**src/pkg/i2c_cfg_pkg.sv**
```systemverilog
// i2c role, speed and addressing configuration: shared constants and types
// assumes a 32-bit apb register bus and byte addresses
package i2c_cfg_pkg;
	// register byte offsets
	localparam logic [7:0] off_control_config = 8'h00;
	localparam logic [7:0] off_own_target_address = 8'h08;
	localparam logic [7:0] off_unmasked_irq_status = 8'h34;
	localparam logic [7:0] off_master_op_request = 8'h40;
	localparam logic [7:0] off_role_status = 8'h44;
	// control_config layout, bits 10..0
	typedef struct packed {
		logic stop_if_master;
		logic rx_full_hold;
		logic tx_empty_ctrl;
		logic stop_if_addressed;
		logic target_role_off;
		logic restart_allow;
		logic master_wide_addr_select;
		logic slave_wide_addr_select;
		logic [1:0] speed;
		logic controller_role_enable;
	} control_config_s;
	localparam int ctrl_width = 11;
	localparam logic [10:0] ctrl_reset = 11'h0e4;
	localparam logic [1:0] speed_standard = 2'h1;
	localparam logic [1:0] speed_fast = 2'h2;
	localparam logic [9:0] own_addr_reset = 10'h055;
	localparam int abort_bit = 6;
	// master_op_request bit positions
	localparam int op_start_byte = 0;
	localparam int op_high_speed = 1;
	localparam int op_dir_change = 2;
	localparam int op_wide_read = 3;
	localparam int op_repeat_start = 4;
	// role codes on role_status[1:0]
	localparam logic [1:0] role_slave = 2'h1;
	localparam logic [1:0] role_master = 2'h2;
	localparam logic [1:0] role_error = 2'h3;
	localparam logic [4:0] wide_addr_prefix = 5'h1e;
	localparam logic [3:0] bits_per_byte = 4'h8;
endpackage

```
**src/rtl/i2c_role_cfg.sv**
```systemverilog
// apb configuration block of an i2c controller with slave address matching
// assumes pclk at 200 MHz; scl and sda arrive asynchronously from the bus
//
// How it works
// restart_allow gates master repeated starts
// target_role_off makes the block master only
// restart off refuses start byte, hs, turnaround, wide read
// restart off: repeated start becomes stop plus start
// refused operation sets abort bit 6 of status
// wide slave select matches all ten address bits
// narrow slave select matches low seven bits
// speed field resets 10, used only as master
// illegal speed writes are stored as 2
// controller_role_enable resets 0, enables master
// software sets both role bits together
// role bits decode to slave, master or error
// error role drives nothing and acks nothing
`timescale 1ns/1ps
`default_nettype none
module i2c_role_cfg (
	// clock and reset
	input wire logic pclk,
	input wire logic presetn,
	// apb slave
	input wire logic psel,
	input wire logic penable,
	input wire logic pwrite,
	input wire logic [7:0] paddr,
	input wire logic [31:0] pwdata,
	output logic [31:0] prdata,
	output logic pready,
	output logic pslverr,
	// i2c bus pins
	input wire logic scl_i,
	input wire logic sda_i,
	output logic sda_o,
	output logic sda_oe
);
	typedef enum logic [3:0] {
		st_idle = 4'b0001,
		st_shift = 4'b0010,
		st_ack = 4'b0100,
		st_skip = 4'b1000
	} slave_state_e;
	// role decode from the two role bits
	function automatic logic [1:0] role_of(input i2c_cfg_pkg::control_config_s c);
		logic [1:0] r;
		r = i2c_cfg_pkg::role_error;
		if (!c.target_role_off && !c.controller_role_enable) begin
			r = i2c_cfg_pkg::role_slave;
		end else if (c.target_role_off && c.controller_role_enable) begin
			r = i2c_cfg_pkg::role_master;
		end
		return r;
	endfunction
	// address byte comparison for both address widths
	function automatic logic addr_hit(input logic [7:0] b, input logic first,
			input logic wide, input logic [9:0] own);
		logic hit;
		hit = 1'b0;
		if (first && !wide) begin
			hit = (b[7:1] == own[6:0]);
		end else if (first) begin
			hit = (b[7:3] == i2c_cfg_pkg::wide_addr_prefix) &&
				(b[2:1] == own[9:8]);
		end else begin
			hit = (b == own[7:0]);
		end
		return hit;
	endfunction
	// configuration, status and apb response state
	i2c_cfg_pkg::control_config_s ctrl_q, ctrl_d;
	logic [9:0] own_addr_q, own_addr_d;
	logic abort_q, abort_d;
	logic split_q, split_d;
	logic accepted_q, accepted_d;
	logic restart_used_q, restart_used_d;
	logic [31:0] prdata_q, prdata_d;
	logic pready_q, pready_d;
	logic pslverr_q, pslverr_d;
	logic [1:0] role, wspeed, speed_eff;
	logic setup, access, mapped, forbidden;
	logic [4:0] op;
	assign role = role_of(ctrl_q);
	assign setup = psel && !penable;
	assign access = psel && penable && pready_q;
	assign mapped = (paddr == i2c_cfg_pkg::off_control_config) ||
		(paddr == i2c_cfg_pkg::off_own_target_address) ||
		(paddr == i2c_cfg_pkg::off_unmasked_irq_status) ||
		(paddr == i2c_cfg_pkg::off_master_op_request) ||
		(paddr == i2c_cfg_pkg::off_role_status);
	assign op = pwdata[4:0];
	assign forbidden = |op[i2c_cfg_pkg::op_wide_read:
		i2c_cfg_pkg::op_start_byte];
	// speed only has meaning in master role
	assign speed_eff = (role == i2c_cfg_pkg::role_master) ?
		ctrl_q.speed : 2'h0;
	assign wspeed = (pwdata[2:1] == i2c_cfg_pkg::speed_standard ||
		pwdata[2:1] == i2c_cfg_pkg::speed_fast) ?
		pwdata[2:1] : i2c_cfg_pkg::speed_fast;
	// slave-side state, declared here since status reads it
	slave_state_e st_q, st_d;
	logic addressed_q, addressed_d;
	// register file and apb next values
	always_comb begin
		ctrl_d = ctrl_q;
		own_addr_d = own_addr_q;
		abort_d = abort_q;
		split_d = split_q;
		accepted_d = accepted_q;
		restart_used_d = restart_used_q;
		prdata_d = prdata_q;
		pready_d = setup;
		pslverr_d = setup && !mapped;
		if (setup) begin
			prdata_d = 32'h0;
			case (paddr)
				i2c_cfg_pkg::off_control_config: prdata_d[10:0] = ctrl_q;
				i2c_cfg_pkg::off_own_target_address:
					prdata_d[9:0] = own_addr_q;
				i2c_cfg_pkg::off_unmasked_irq_status:
					prdata_d[i2c_cfg_pkg::abort_bit] = abort_q;
				i2c_cfg_pkg::off_role_status:
					prdata_d[7:0] = {addressed_q, restart_used_q, accepted_q,
						split_q, speed_eff, role};
				default: prdata_d = 32'h0;
			endcase
		end
		if (access && pwrite) begin
			case (paddr)
				i2c_cfg_pkg::off_control_config: begin
					ctrl_d = pwdata[10:0];
					ctrl_d.speed = wspeed;
				end
				i2c_cfg_pkg::off_own_target_address:
					own_addr_d = pwdata[9:0];
				i2c_cfg_pkg::off_unmasked_irq_status: // write one clears
					abort_d = abort_q && !pwdata[i2c_cfg_pkg::abort_bit];
				i2c_cfg_pkg::off_master_op_request: begin
					// requests only act in master role
					if (role == i2c_cfg_pkg::role_master) begin
						if (!ctrl_q.restart_allow && forbidden) begin
							abort_d = 1'b1;
							accepted_d = 1'b0;
							split_d = 1'b0;
							restart_used_d = 1'b0;
						end else begin
							accepted_d = 1'b1;
							restart_used_d = ctrl_q.restart_allow &&
								op[i2c_cfg_pkg::op_repeat_start];
							split_d = !ctrl_q.restart_allow &&
								op[i2c_cfg_pkg::op_repeat_start];
						end
					end
				end
				default: ;
			endcase
		end
	end
	// register file and apb flops
	always_ff @(posedge pclk or negedge presetn) begin
		if (!presetn) begin
			ctrl_q <= i2c_cfg_pkg::ctrl_reset;
			own_addr_q <= i2c_cfg_pkg::own_addr_reset;
			abort_q <= 1'b0;
			split_q <= 1'b0;
			accepted_q <= 1'b0;
			restart_used_q <= 1'b0;
			prdata_q <= 32'h0;
			pready_q <= 1'b0;
			pslverr_q <= 1'b0;
		end else begin
			ctrl_q <= ctrl_d;
			own_addr_q <= own_addr_d;
			abort_q <= abort_d;
			split_q <= split_d;
			accepted_q <= accepted_d;
			restart_used_q <= restart_used_d;
			prdata_q <= prdata_d;
			pready_q <= pready_d;
			pslverr_q <= pslverr_d;
		end
	end
	assign prdata = prdata_q;
	assign pready = pready_q;
	assign pslverr = pslverr_q;
	// pin synchronisers, three stages each
	logic [2:0] scl_sync_q, sda_sync_q;
	logic scl_f_q, sda_f_q, scl_f_d, sda_f_d;
	always_ff @(posedge pclk or negedge presetn) begin
		if (!presetn) begin
			scl_sync_q <= 3'h7;
			sda_sync_q <= 3'h7;
		end else begin
			scl_sync_q <= {scl_sync_q[1:0], scl_i};
			sda_sync_q <= {sda_sync_q[1:0], sda_i};
		end
	end
	// filtered levels change once stages two and three agree
	always_comb begin
		scl_f_d = scl_f_q;
		sda_f_d = sda_f_q;
		if (scl_sync_q[1] == scl_sync_q[2]) begin
			scl_f_d = scl_sync_q[2];
		end
		if (sda_sync_q[1] == sda_sync_q[2]) begin
			sda_f_d = sda_sync_q[2];
		end
	end
	// bus edges and start or stop conditions
	logic scl_rise, scl_fall, bus_start, bus_stop;
	assign scl_rise = !scl_f_q && scl_f_d;
	assign scl_fall = scl_f_q && !scl_f_d;
	assign bus_start = scl_f_q && scl_f_d && sda_f_q && !sda_f_d;
	assign bus_stop = scl_f_q && scl_f_d && !sda_f_q && sda_f_d;
	// slave address receiver
	logic [7:0] sh_q, sh_d;
	logic [3:0] cnt_q, cnt_d;
	logic first_q, first_d, oe_q, oe_d, slave_on;
	assign slave_on = (role == i2c_cfg_pkg::role_slave);
	// address receiver next state
	always_comb begin
		st_d = st_q;
		sh_d = sh_q;
		cnt_d = cnt_q;
		first_d = first_q;
		oe_d = oe_q;
		addressed_d = addressed_q;
		case (st_q)
			st_idle, st_skip: ;
			st_shift: begin
				if (scl_rise && cnt_q != i2c_cfg_pkg::bits_per_byte) begin
					sh_d = {sh_q[6:0], sda_f_q};
					cnt_d = cnt_q + 4'h1;
				end else if (scl_fall && cnt_q == i2c_cfg_pkg::bits_per_byte) begin
					if (addr_hit(sh_q, first_q, ctrl_q.slave_wide_addr_select,
							own_addr_q)) begin
						st_d = st_ack;
						oe_d = 1'b1; // drive ack low
					end else begin
						st_d = st_skip;
					end
				end
			end
			st_ack: begin
				if (scl_fall) begin
					oe_d = 1'b0;
					cnt_d = 4'h0;
					if (first_q && ctrl_q.slave_wide_addr_select) begin
						st_d = st_shift; // second address byte
						first_d = 1'b0;
					end else begin
						st_d = st_skip;
						addressed_d = 1'b1;
					end
				end
			end
			default: st_d = st_idle;
		endcase
		if (bus_start) begin
			st_d = st_shift;
			cnt_d = 4'h0;
			first_d = 1'b1;
			oe_d = 1'b0;
			addressed_d = 1'b0;
		end
		if (bus_stop || !slave_on) begin
			st_d = st_idle;
			oe_d = 1'b0;
			addressed_d = 1'b0;
		end
	end
	// slave receiver flops
	always_ff @(posedge pclk or negedge presetn) begin
		if (!presetn) begin
			scl_f_q <= 1'b1;
			sda_f_q <= 1'b1;
			st_q <= st_idle;
			sh_q <= 8'h0;
			cnt_q <= 4'h0;
			first_q <= 1'b1;
			oe_q <= 1'b0;
			addressed_q <= 1'b0;
			sda_o <= 1'b0;
		end else begin
			scl_f_q <= scl_f_d;
			sda_f_q <= sda_f_d;
			st_q <= st_d;
			sh_q <= sh_d;
			cnt_q <= cnt_d;
			first_q <= first_d;
			oe_q <= oe_d;
			addressed_q <= addressed_d;
			sda_o <= 1'b0;
		end
	end
	assign sda_oe = oe_q;
endmodule
`default_nettype wire

```
**config.mk**
```make
export PLATFORM = sky130hd
export DESIGN_NAME = i2c_role_cfg
export DESIGN_NICKNAME = d
export VERILOG_FILES = /design/src/pkg/i2c_cfg_pkg.sv /design/src/rtl/i2c_role_cfg.sv
export SDC_FILE = /design/constraint.sdc
export NUM_CORES = 1
export LEC_CHECK = 0
export ABC_AREA = 1
export BUFFER_PORTS_ARGS = -buffer_cell sky130_fd_sc_hd__buf_4
export CAP_MARGIN = 10
export CORE_MARGIN = 2
export CORE_UTILIZATION = 40
export DETAILED_ROUTE_END_ITERATION = 16
export GPL_TIMING_DRIVEN = 0
export HOLD_SLACK_MARGIN = 0.03
export PLACE_DENSITY_LB_ADDON = 0.25
export SLEW_MARGIN = 20
export SYNTH_ARGS = -nofsm -noshare
export SYNTH_HDL_FRONTEND = slang
export SYNTH_SLANG_ARGS = --single-unit
```
**constraint.sdc**
```tcl
create_clock -name pclk -period 2.2 [get_ports pclk]
set_input_delay 0.33 -clock pclk [delete_from_list [all_inputs] [get_ports pclk]]
set_output_delay 0.33 -clock pclk [all_outputs]
set_load 0.05 [all_outputs]
```
==> results of run 1 <==
[synth_stat cells (all sizes together)]
cell type / count / area [um2]
a21o: 1 / 7.51
a21oi: 21 / 109
a22o: 1 / 8.76
a31oi: 1 / 6.26
and2: 1 / 6.26
buf: 24 / 178
clkbuf: 3 / 11.3
clkinv: 2 / 7.51
conb: 1 / 3.75
dfrtp: 47 / 1180
dfstp: 18 / 473
ha: 2 / 25.0
inv: 60 / 228
nand2: 116 / 448
nand3: 16 / 95.1
nand3b: 1 / 7.51
nand4: 7 / 50.1
nor2: 42 / 231
nor3: 7 / 40.0
nor3b: 1 / 12.5
o211ai: 1 / 7.51
o21ai: 45 / 233
o21bai: 1 / 7.51
o22ai: 4 / 25.0
o31ai: 2 / 15.0
xnor2: 8 / 70.1
[path summary, 6_finish.rpt]
kind / start / end / slack [ps] / depth (start not counted)
worst min-delay path: presetn / pready / 50 / 1
worst min register to register: scl_sync_q[0] / scl_sync_q[1] / 360 / 0
min in group pclk: sda_i / sda_sync_q[0] / 90 / 1
worst max register to register: cnt_q[0] / cnt_q[2] / 460 / 9
max in group asynchronous: presetn / sh_q[4] / 1570 / 1
worst max-delay path: cnt_q[0] / cnt_q[2] / 460 / 9
[worst max-delay path: stages (launching register included)]
cell     delay [ps]
dfrtp_1         400
inv_1           100
ha_1            160
nand2_1          60
o21ai_0         280
nor2_4          120
o21ai_2         260
nor2_1           80
o21ai_1         120
a21oi_1          50
[routing by layer]
layer  vias up  share of wire (%)  global-route usage [%]
li1       1475                  -                       -
met1      1372                 47                    22.9
met2        86                 46                    27.5
met3         9                6.1                    3.81
met4         0                1.7                    6.73
met5         -                  0                       0
[logic make-up after synthesis]
group | Yosys count | synth area share (%)
compound gates | 77 | 12.0
xor+xnor | 8 | 2.01
fa+ha+maj | 2 | 0.719
buf+inv | 89 | 12.2
flops | 65 | 47.4
other cells | 1 | 0.108
simple gates | 191 | 25.6
[stage by stage]
stage	utilization [%]	power (uW)	hold WS (ps)	setup slack [ps]	std cells
global placement	46.4	1580	346	482	601
finish	48.4	2460	54.4	457	617
floorplan	-	1480	34.4	604	454
global route	48.4	2580	66.7	292	617
CTS	48.4	2490	72.9	450	617
detailed placement	46.4	1580	347	456	601
[layout make-up]
class | count | area share, %
sequential | 65 | 39.6
multi-input combinational | 300 | 35.7
timing repair buffer | 39 | 7.03
inverter | 62 | 5.65
buffer | 27 | 4.54
clock buffer | 12 | 3.49
tap | 108 | 3.25
clock inverter | 4 | 0.691
[report_power, final]
part	internal (uW)	leakage (uW)	switching, uW
logic	94.6	0.00121	217
registers	1230	0.000792	16.5
clock network	440	0.0000826	456
total	1770	0.00208	689
[state kept, by name, indices dropped and copies added, names as in the netlist, 3 cells and up]
register / cells
cnt_q: 4
ctrl_q: 11
own_addr_q: 10
prdata: 11
scl_sync_q: 3
sda_sync_q: 3
sh_q: 8
st_q: 4
==> out/qor.txt, run 1 <==
status -> completed
flops & latches, synth -> 65
Fmax achieved -> 574 MHz
Reg clk slew, reported paths -> 70 ps
hold-fix buffer count after cts -> 0
total congestion overflow -> 0
clk_lat worst skew -> 350 ps
via count -> 2942
Worst EP arrival -> 1970 ps
wire per inst -> 12.3 um
most frequent cells in the layout -> 111 x nand2_1, 62 x buf_4, 52 x inv_1
RSZ-0062 raised after global routing -> false
Max Slew Vio Count -> 0
critical path class -> flop to flop
P&R area growth vs syn -> 19.5%
chip width -> 97.3 um
core box area -> 0.00859 mm2
Setup TNS -> 0 ps
Synth Cell Area -> 0.00348 mm2
Startpoint Class -> flop
Crit. End Element -> flop
Syn Area/Cell -> 8.04 um2
Least-Margin Pin Slew -> 823 ps
CTS tree -> yes
first-pass GRT wire length -> 13000 um
DRC Markers -> 0
Worst Path Required -> 2430 ps
io pins -> 83
Tcrit/Tclk final -> 79.2%
Distinct cells, synth -> 39
final setup vio count -> 0
Filler Cell Count -> 859
Die Area -> 0.00947 mm2
Slew Limit Headroom -> 45.1%
Die Y -> 97.3 um
share of cells above drive strength 1 -> 25.7%
GRT Overall Usage -> 17.2%
LEAKAGE -> 0.00208 uW
# port buffers -> 39
HPWL reported at the end of detailed placement -> 5710 um
min cycle time layout -> 1740 ps
vias in the first global route -> 2825
Yosys warnings -> 0
Multi-input gate area -> 0.00149 mm2
Area after DPL -> 0.00399 mm2
maximum vdd drop -> 0.000370 V
placer congestion estimate -> 0.890
PwrDens -> 590 mW/mm2
Initial Util -> 40.5%
register area -> 0.00165 mm2
initial antenna violation count -> 0
Fin. Hold Viols -> 0
final instance area -> 0.00416 mm2
commonest non-fill, non-tap cell in the layout -> nand2_1
antenna-violating nets left -> 0
clk buf depth -> 2
via/cell ratio -> 4.77
Post-Synthesis Cells -> 433
CTS root buffer -> clkbuf_8
Hold Crit Class -> input port to async pin
antenna cell count -> 0
Num CTS Buffers -> 9
row count -> 34
layout net count -> 553
CTS Sinks -> 65
Pre-antenna DRT Iters -> 4
H-tree depth -> 3
Worst Skew -> 10.6 ps
Initial DRC Count -> 169
largest net degree at the start of global routing -> 66
post-synthesis sequential area ratio -> 47.4%
Routed WL -> 7580 um
CP Max Fanout -> 8
Post-CTS Setup Inserts -> 0
Resize count post-CTS -> 0
Max Cap Viol -> 0
No activity file was read; power rests on OpenSTA's default activity.
==> run 2, diff against run 1 <==
==> constraint.sdc (replaced) <==
create_clock -name pclk -period 1.5 [get_ports pclk]
set_input_delay 0.225 -clock pclk [delete_from_list [all_inputs] [get_ports pclk]]
set_output_delay 0.225 -clock pclk [all_outputs]
set_load 0.05 [all_outputs]
==> out/qor.txt, run 2 (synthesis results as in run 1) <==
P&R area growth vs syn -> 27.5%
Crit path max-delay family -> simple AND/OR/NAND/NOR gates
Final Worst Setup Slack -> -182 ps
Die Y -> 97.3 um
Pre-antenna DRT Iters -> 4
CTS root buffer -> clkbuf_8
Startpoint Class -> flop
CP peak stage delay -> 570 ps
Die Area -> 0.00947 mm2
io pins -> 83
crit-path cells -> nor2_2 > nor2_2 > inv_2 > nor2_4 > nor2_2 > nand2_2 > nor2_2 > inv_2 > nand2_2 > nor2_4 > inv_2 > nand2_1 > nand2_1
min cycle time layout -> 1680 ps
final setup vio count -> 10
initial antenna violation count -> 0
status -> complete, but fails checks
CP Max Fanout -> 4
Worst EP arrival -> 1930 ps
Filler Cell Count -> 840
Tot Pwr -> 4000 uW
most frequent cells in the layout -> 109 x nand2_1, 78 x buf_4, 49 x inv_1
via count -> 2980
chip width -> 97.3 um
CTS tree -> yes
critical path class -> flop to flop
total congestion overflow -> 0
GRT Overall Usage -> 17.4%
Initial Util -> 40.5%
Num CTS Buffers -> 9
LEAKAGE -> 0.00222 uW
Max Slew Vio Count -> 0
clk_lat worst skew -> 350 ps
layout net count -> 573
first-pass GRT wire length -> 13000 um
Reg clk slew, reported paths -> 70 ps
Worst Path Required -> 1740 ps
Tcrit/Tclk final -> 112%
CP Buf/Inv Count -> 3
row count -> 34
CP dominant cell by count -> nor2_2
Fmax achieved -> 594 MHz
Slew Limit Headroom -> 45.9%
largest net degree at the start of global routing -> 66
placer congestion estimate -> 0.937
Comb pwr share -> 12.4%
Area after DPL -> 0.00399 mm2
PwrDens -> 901 mW/mm2
sequential power share -> 45.8%
Slowest-stage cell, CP -> dfstp_2
Crit. End Element -> flop
RSZ-0062 raised after global routing -> true
share of cells above drive strength 1 -> 31.4%
Initial DRC Count -> 167
clk buf depth -> 2
antenna-violating nets left -> 0
Hold Crit Class -> input port to flop
maximum vdd drop -> 0.000507 V
Worst Skew -> 7.88 ps
Least-Margin Pin Slew -> 811 ps
HPWL reported at the end of detailed placement -> 5680 um
failing checks -> negative setup slack
H-tree depth -> 3
P_sw -> 1050 uW
Max Cap Viol -> 0
commonest non-fill, non-tap cell in the layout -> nand2_1
Routed WL -> 7950 um
final hold slack -> 86.3 ps
# port buffers -> 39
wire per inst -> 12.5 um
vias in the first global route -> 2834
antenna cell count -> 0
via/cell ratio -> 4.68
pre-CTS setup slack -> -157 ps
final instance area -> 0.00444 mm2
DRC Markers -> 0
Fin. Hold Viols -> 0
Clk pwr share -> 41.8%
Sw Ratio -> 26.2%
CTS Sinks -> 65
Pint -> 2950 uW
core box area -> 0.00859 mm2
Setup TNS -> -1360 ps
-- run 2: path summary, 6_finish.rpt --
path,from,end,slack [ps],cells after the start
hold / removal,penable,pready,90,2
hold reg to reg,sda_sync_q[0],sda_sync_q[1],360,0
setup / recovery,scl_sync_q[1],st_q[3],-180,13
setup reg to reg,scl_sync_q[1],st_q[3],-180,13
max in group asynchronous,presetn,pready,410,2
min in group asynchronous,presetn,st_q[3],520,2
-- run 2: timing repair --
item | 4_1_cts | 5_1_grt
hold buffers | 3 | 0
gates resized for setup | 8 | 15
buffers inserted | 1 | 16
gates cloned | 0 | 0
pin swaps | 0 | 7
hold endpoints to repair | 49 | 0
setup endpoints to repair | 19 | 32
-- run 2: power by group through the flow --
| stage | Combinational (uW) | Clock (uW) | Sequential [uW] |
|---|---|---|---|
| floorplan | 280 | 0 | 1900 |
| global placement | 453 | 0 | 1860 |
| detailed placement | 457 | 0 | 1860 |
| CTS | 470 | 1710 | 1830 |
| global route | 535 | 1790 | 1840 |
| finish | 496 | 1670 | 1830 |
-- run 2: cell type report --
class	count	area (um2)	area share, %
inverters	62	238	5.35
plain buffers	27	198	4.45
repair buffers	59	463	10.4
clock inverters	5	78.8	1.78
flip-flops and latches	65	1650	37.2
clock buffers	11	141	3.18
well taps	108	135	3.04
multi-input cells	300	1540	34.6
-- run 2: per-stage QoR --
step | util [%] | cells
2_1_floorplan | - | 454
3_3_place_gp | 46.4 | 601
3_5_place_dp | 46.4 | 601
4_1_cts | 49.8 | 621
5_1_grt | 51.7 | 637
6_report | 51.7 | 637
-- run 2: per-layer routing --
layer / wire length [um] / part of all wire [%] / track usage (%) / vias up
met5: 0 / 0 / 0 / -
met4: 153 / 1.9 / 6.84 / 0
met3: 375 / 4.7 / 4.39 / 13
met2: 3730 / 47 / 27.6 / 65
met1: 3700 / 46 / 22.9 / 1390
li1: - / - / - / 1512
==> run 3, diff against run 2 <==
--- a/config.mk
+++ b/config.mk
@@ -8,12 +8,15 @@
 export ABC_AREA = 1
 export BUFFER_PORTS_ARGS = -buffer_cell sky130_fd_sc_hd__buf_4
 export CAP_MARGIN = 10
+export CELL_PAD_IN_SITES_DETAIL_PLACEMENT = 0
+export CELL_PAD_IN_SITES_GLOBAL_PLACEMENT = 1
 export CORE_MARGIN = 2
-export CORE_UTILIZATION = 40
+export CORE_UTILIZATION = 35
 export DETAILED_ROUTE_END_ITERATION = 16
 export GPL_TIMING_DRIVEN = 0
 export HOLD_SLACK_MARGIN = 0.03
 export PLACE_DENSITY_LB_ADDON = 0.25
+export SKIP_CTS_REPAIR_TIMING = 1
 export SLEW_MARGIN = 20
 export SYNTH_ARGS = -nofsm -noshare
 export SYNTH_HDL_FRONTEND = slang
==> out/qor.txt, run 3 (synthesis results as in run 1) <==
Sw Ratio -> 29.4%
final instance area -> 0.00430 mm2
Crit. End Element -> flop
status -> complete, but fails checks
first-pass GRT wire length -> 13700 um
Die Area -> 0.0108 mm2
clk buf depth -> 2
P&R area growth vs syn -> 23.5%
HPWL reported at the end of detailed placement -> 6020 um
Slowest-stage cell, CP -> dfstp_2
min cycle time layout -> 1730 ps
DRC Markers -> 0
row count -> 36
CP dominant cell by count -> nor2_2
vias in the first global route -> 2876
most frequent cells in the layout -> 111 x nand2_1, 66 x buf_4, 51 x inv_1
Pint -> 2600 uW
Tcrit/Tclk final -> 115%
final hold slack -> -27.7 ps
maximum vdd drop -> 0.000420 V
layout net count -> 558
Final Worst Setup Slack -> -228 ps
commonest non-fill, non-tap cell in the layout -> nand2_1
Reg clk slew, reported paths -> 80 ps
flop-to-flop setup slack -> -230 ps
critical path class -> flop to flop
# port buffers -> 39
share of cells above drive strength 1 -> 29.0%
clk_lat worst skew -> 350 ps
Post-Route Utilization -> 44.2%
RSZ-0062 raised after global routing -> true
PwrDens -> 856 mW/mm2
CTS tree -> yes
total congestion overflow -> 0
initial antenna violation count -> 0
largest net degree at the start of global routing -> 66
Clk pwr share -> 37.4%
Filler Cell Count -> 1040
Num CTS Buffers -> 9
Initial Util -> 35.8%
Slew Limit Headroom -> 42.7%
chip width -> 104 um
placer congestion estimate -> 0.856
Worst EP arrival -> 1970 ps
via/cell ratio -> 4.47
Fmax achieved -> 579 MHz
LEAKAGE -> 0.00212 uW
final setup vio count -> 8
via count -> 2894
antenna cell count -> 0
crit-path cells -> nor2_2 > nor2_2 > nand4_1 > nand3_4 > nor2_2 > inv_2 > nand2_2 > nor2_4 > inv_2 > nand2_1 > nand2_1
CTS root buffer -> clkbuf_8
GRT Overall Usage -> 16.1%
H-tree depth -> 3
core box area -> 0.00973 mm2
Worst Path Required -> 1740 ps
Startpoint Class -> flop
Area after DPL -> 0.00402 mm2
Die Y -> 104 um
Pre-antenna DRT Iters -> 5
wire per inst -> 12.6 um
CTS Sinks -> 65
Comb pwr share -> 12.8%
CP peak stage delay -> 580 ps
io pins -> 83
Fin. Hold Viols -> 19
sequential power share -> 49.8%
Routed WL -> 8180 um
pre-CTS setup slack -> -226 ps
failing checks -> negative hold slack, negative setup slack
Hold Crit Class -> input port to async pin
Least-Margin Pin Slew -> 859 ps
Initial DRC Count -> 162
Max Cap Viol -> 0
Worst Skew -> 9.20 ps
Max Slew Vio Count -> 0
CP Max Fanout -> 6
antenna-violating nets left -> 0
P_sw -> 1080 uW
run 3: stage by stage:
| step | total power (uW) | cells | TNS [ps] |
|---|---|---|---|
| 3_5_place_dp | 2330 | 626 | -4650 |
| 6_report | 3680 | 647 | -1110 |
| 2_1_floorplan | 2180 | 454 | -10.1 |
| 3_3_place_gp | 2320 | 626 | -4440 |
| 4_1_cts | 3710 | 642 | -1810 |
| 5_1_grt | 3850 | 647 | -3520 |
run 3: power by group through the flow:
stage | Sequential [uW] | Combinational [uW] | Clock, uW
after floorplan | 1900 | 280 | 0
after CTS | 1830 | 464 | 1420
after detailed placement | 1860 | 463 | 0
final | 1830 | 471 | 1380
after global routing | 1840 | 519 | 1490
after global placement | 1860 | 458 | 0
run 3: per-layer routing:
| metal | global-route usage, % | part of all wire (%) | vias to the layer above |
|---|---|---|---|
| li1 | - | - | 1483 |
| met1 | 22.3 | 50 | 1328 |
| met2 | 24.8 | 44 | 73 |
| met3 | 3.84 | 4.0 | 10 |
| met4 | 5.21 | 1.8 | 0 |
| met5 | 0 | 0 | - |
run 3: cell type report:
cell class                 count  area (um2)  share of cell area [%]
clock inverter                 6        42.5                   0.989
clock buffer                  10         138                    3.20
sequential                    65        1650                    38.4
inverter                      62         239                    5.56
timing repair buffer          44         335                    7.80
tap                          133         166                    3.87
buffer                        27         194                    4.51
multi-input combinational    300        1540                    35.7
run 3: worst max-delay path, delay by kind of cell, from the launching register on:
family | cells | cell delay (ps)
and+or+nand+nor | 9 | 910
DFF | 1 | 580
buffers and inverters | 2 | 120
run 3: final timing paths:
check	startpoint	to	cells past startpoint
max	scl_sync_q[1]	st_q[3]	11
min	presetn	pready	1
max reg2reg	scl_sync_q[1]	st_q[3]	11
min reg2reg	sda_sync_q[0]	sda_sync_q[1]	0
max in group asynchronous	presetn	own_addr_q[3]	1
min in group pclk	pwdata[10]	ctrl_q[10]	3
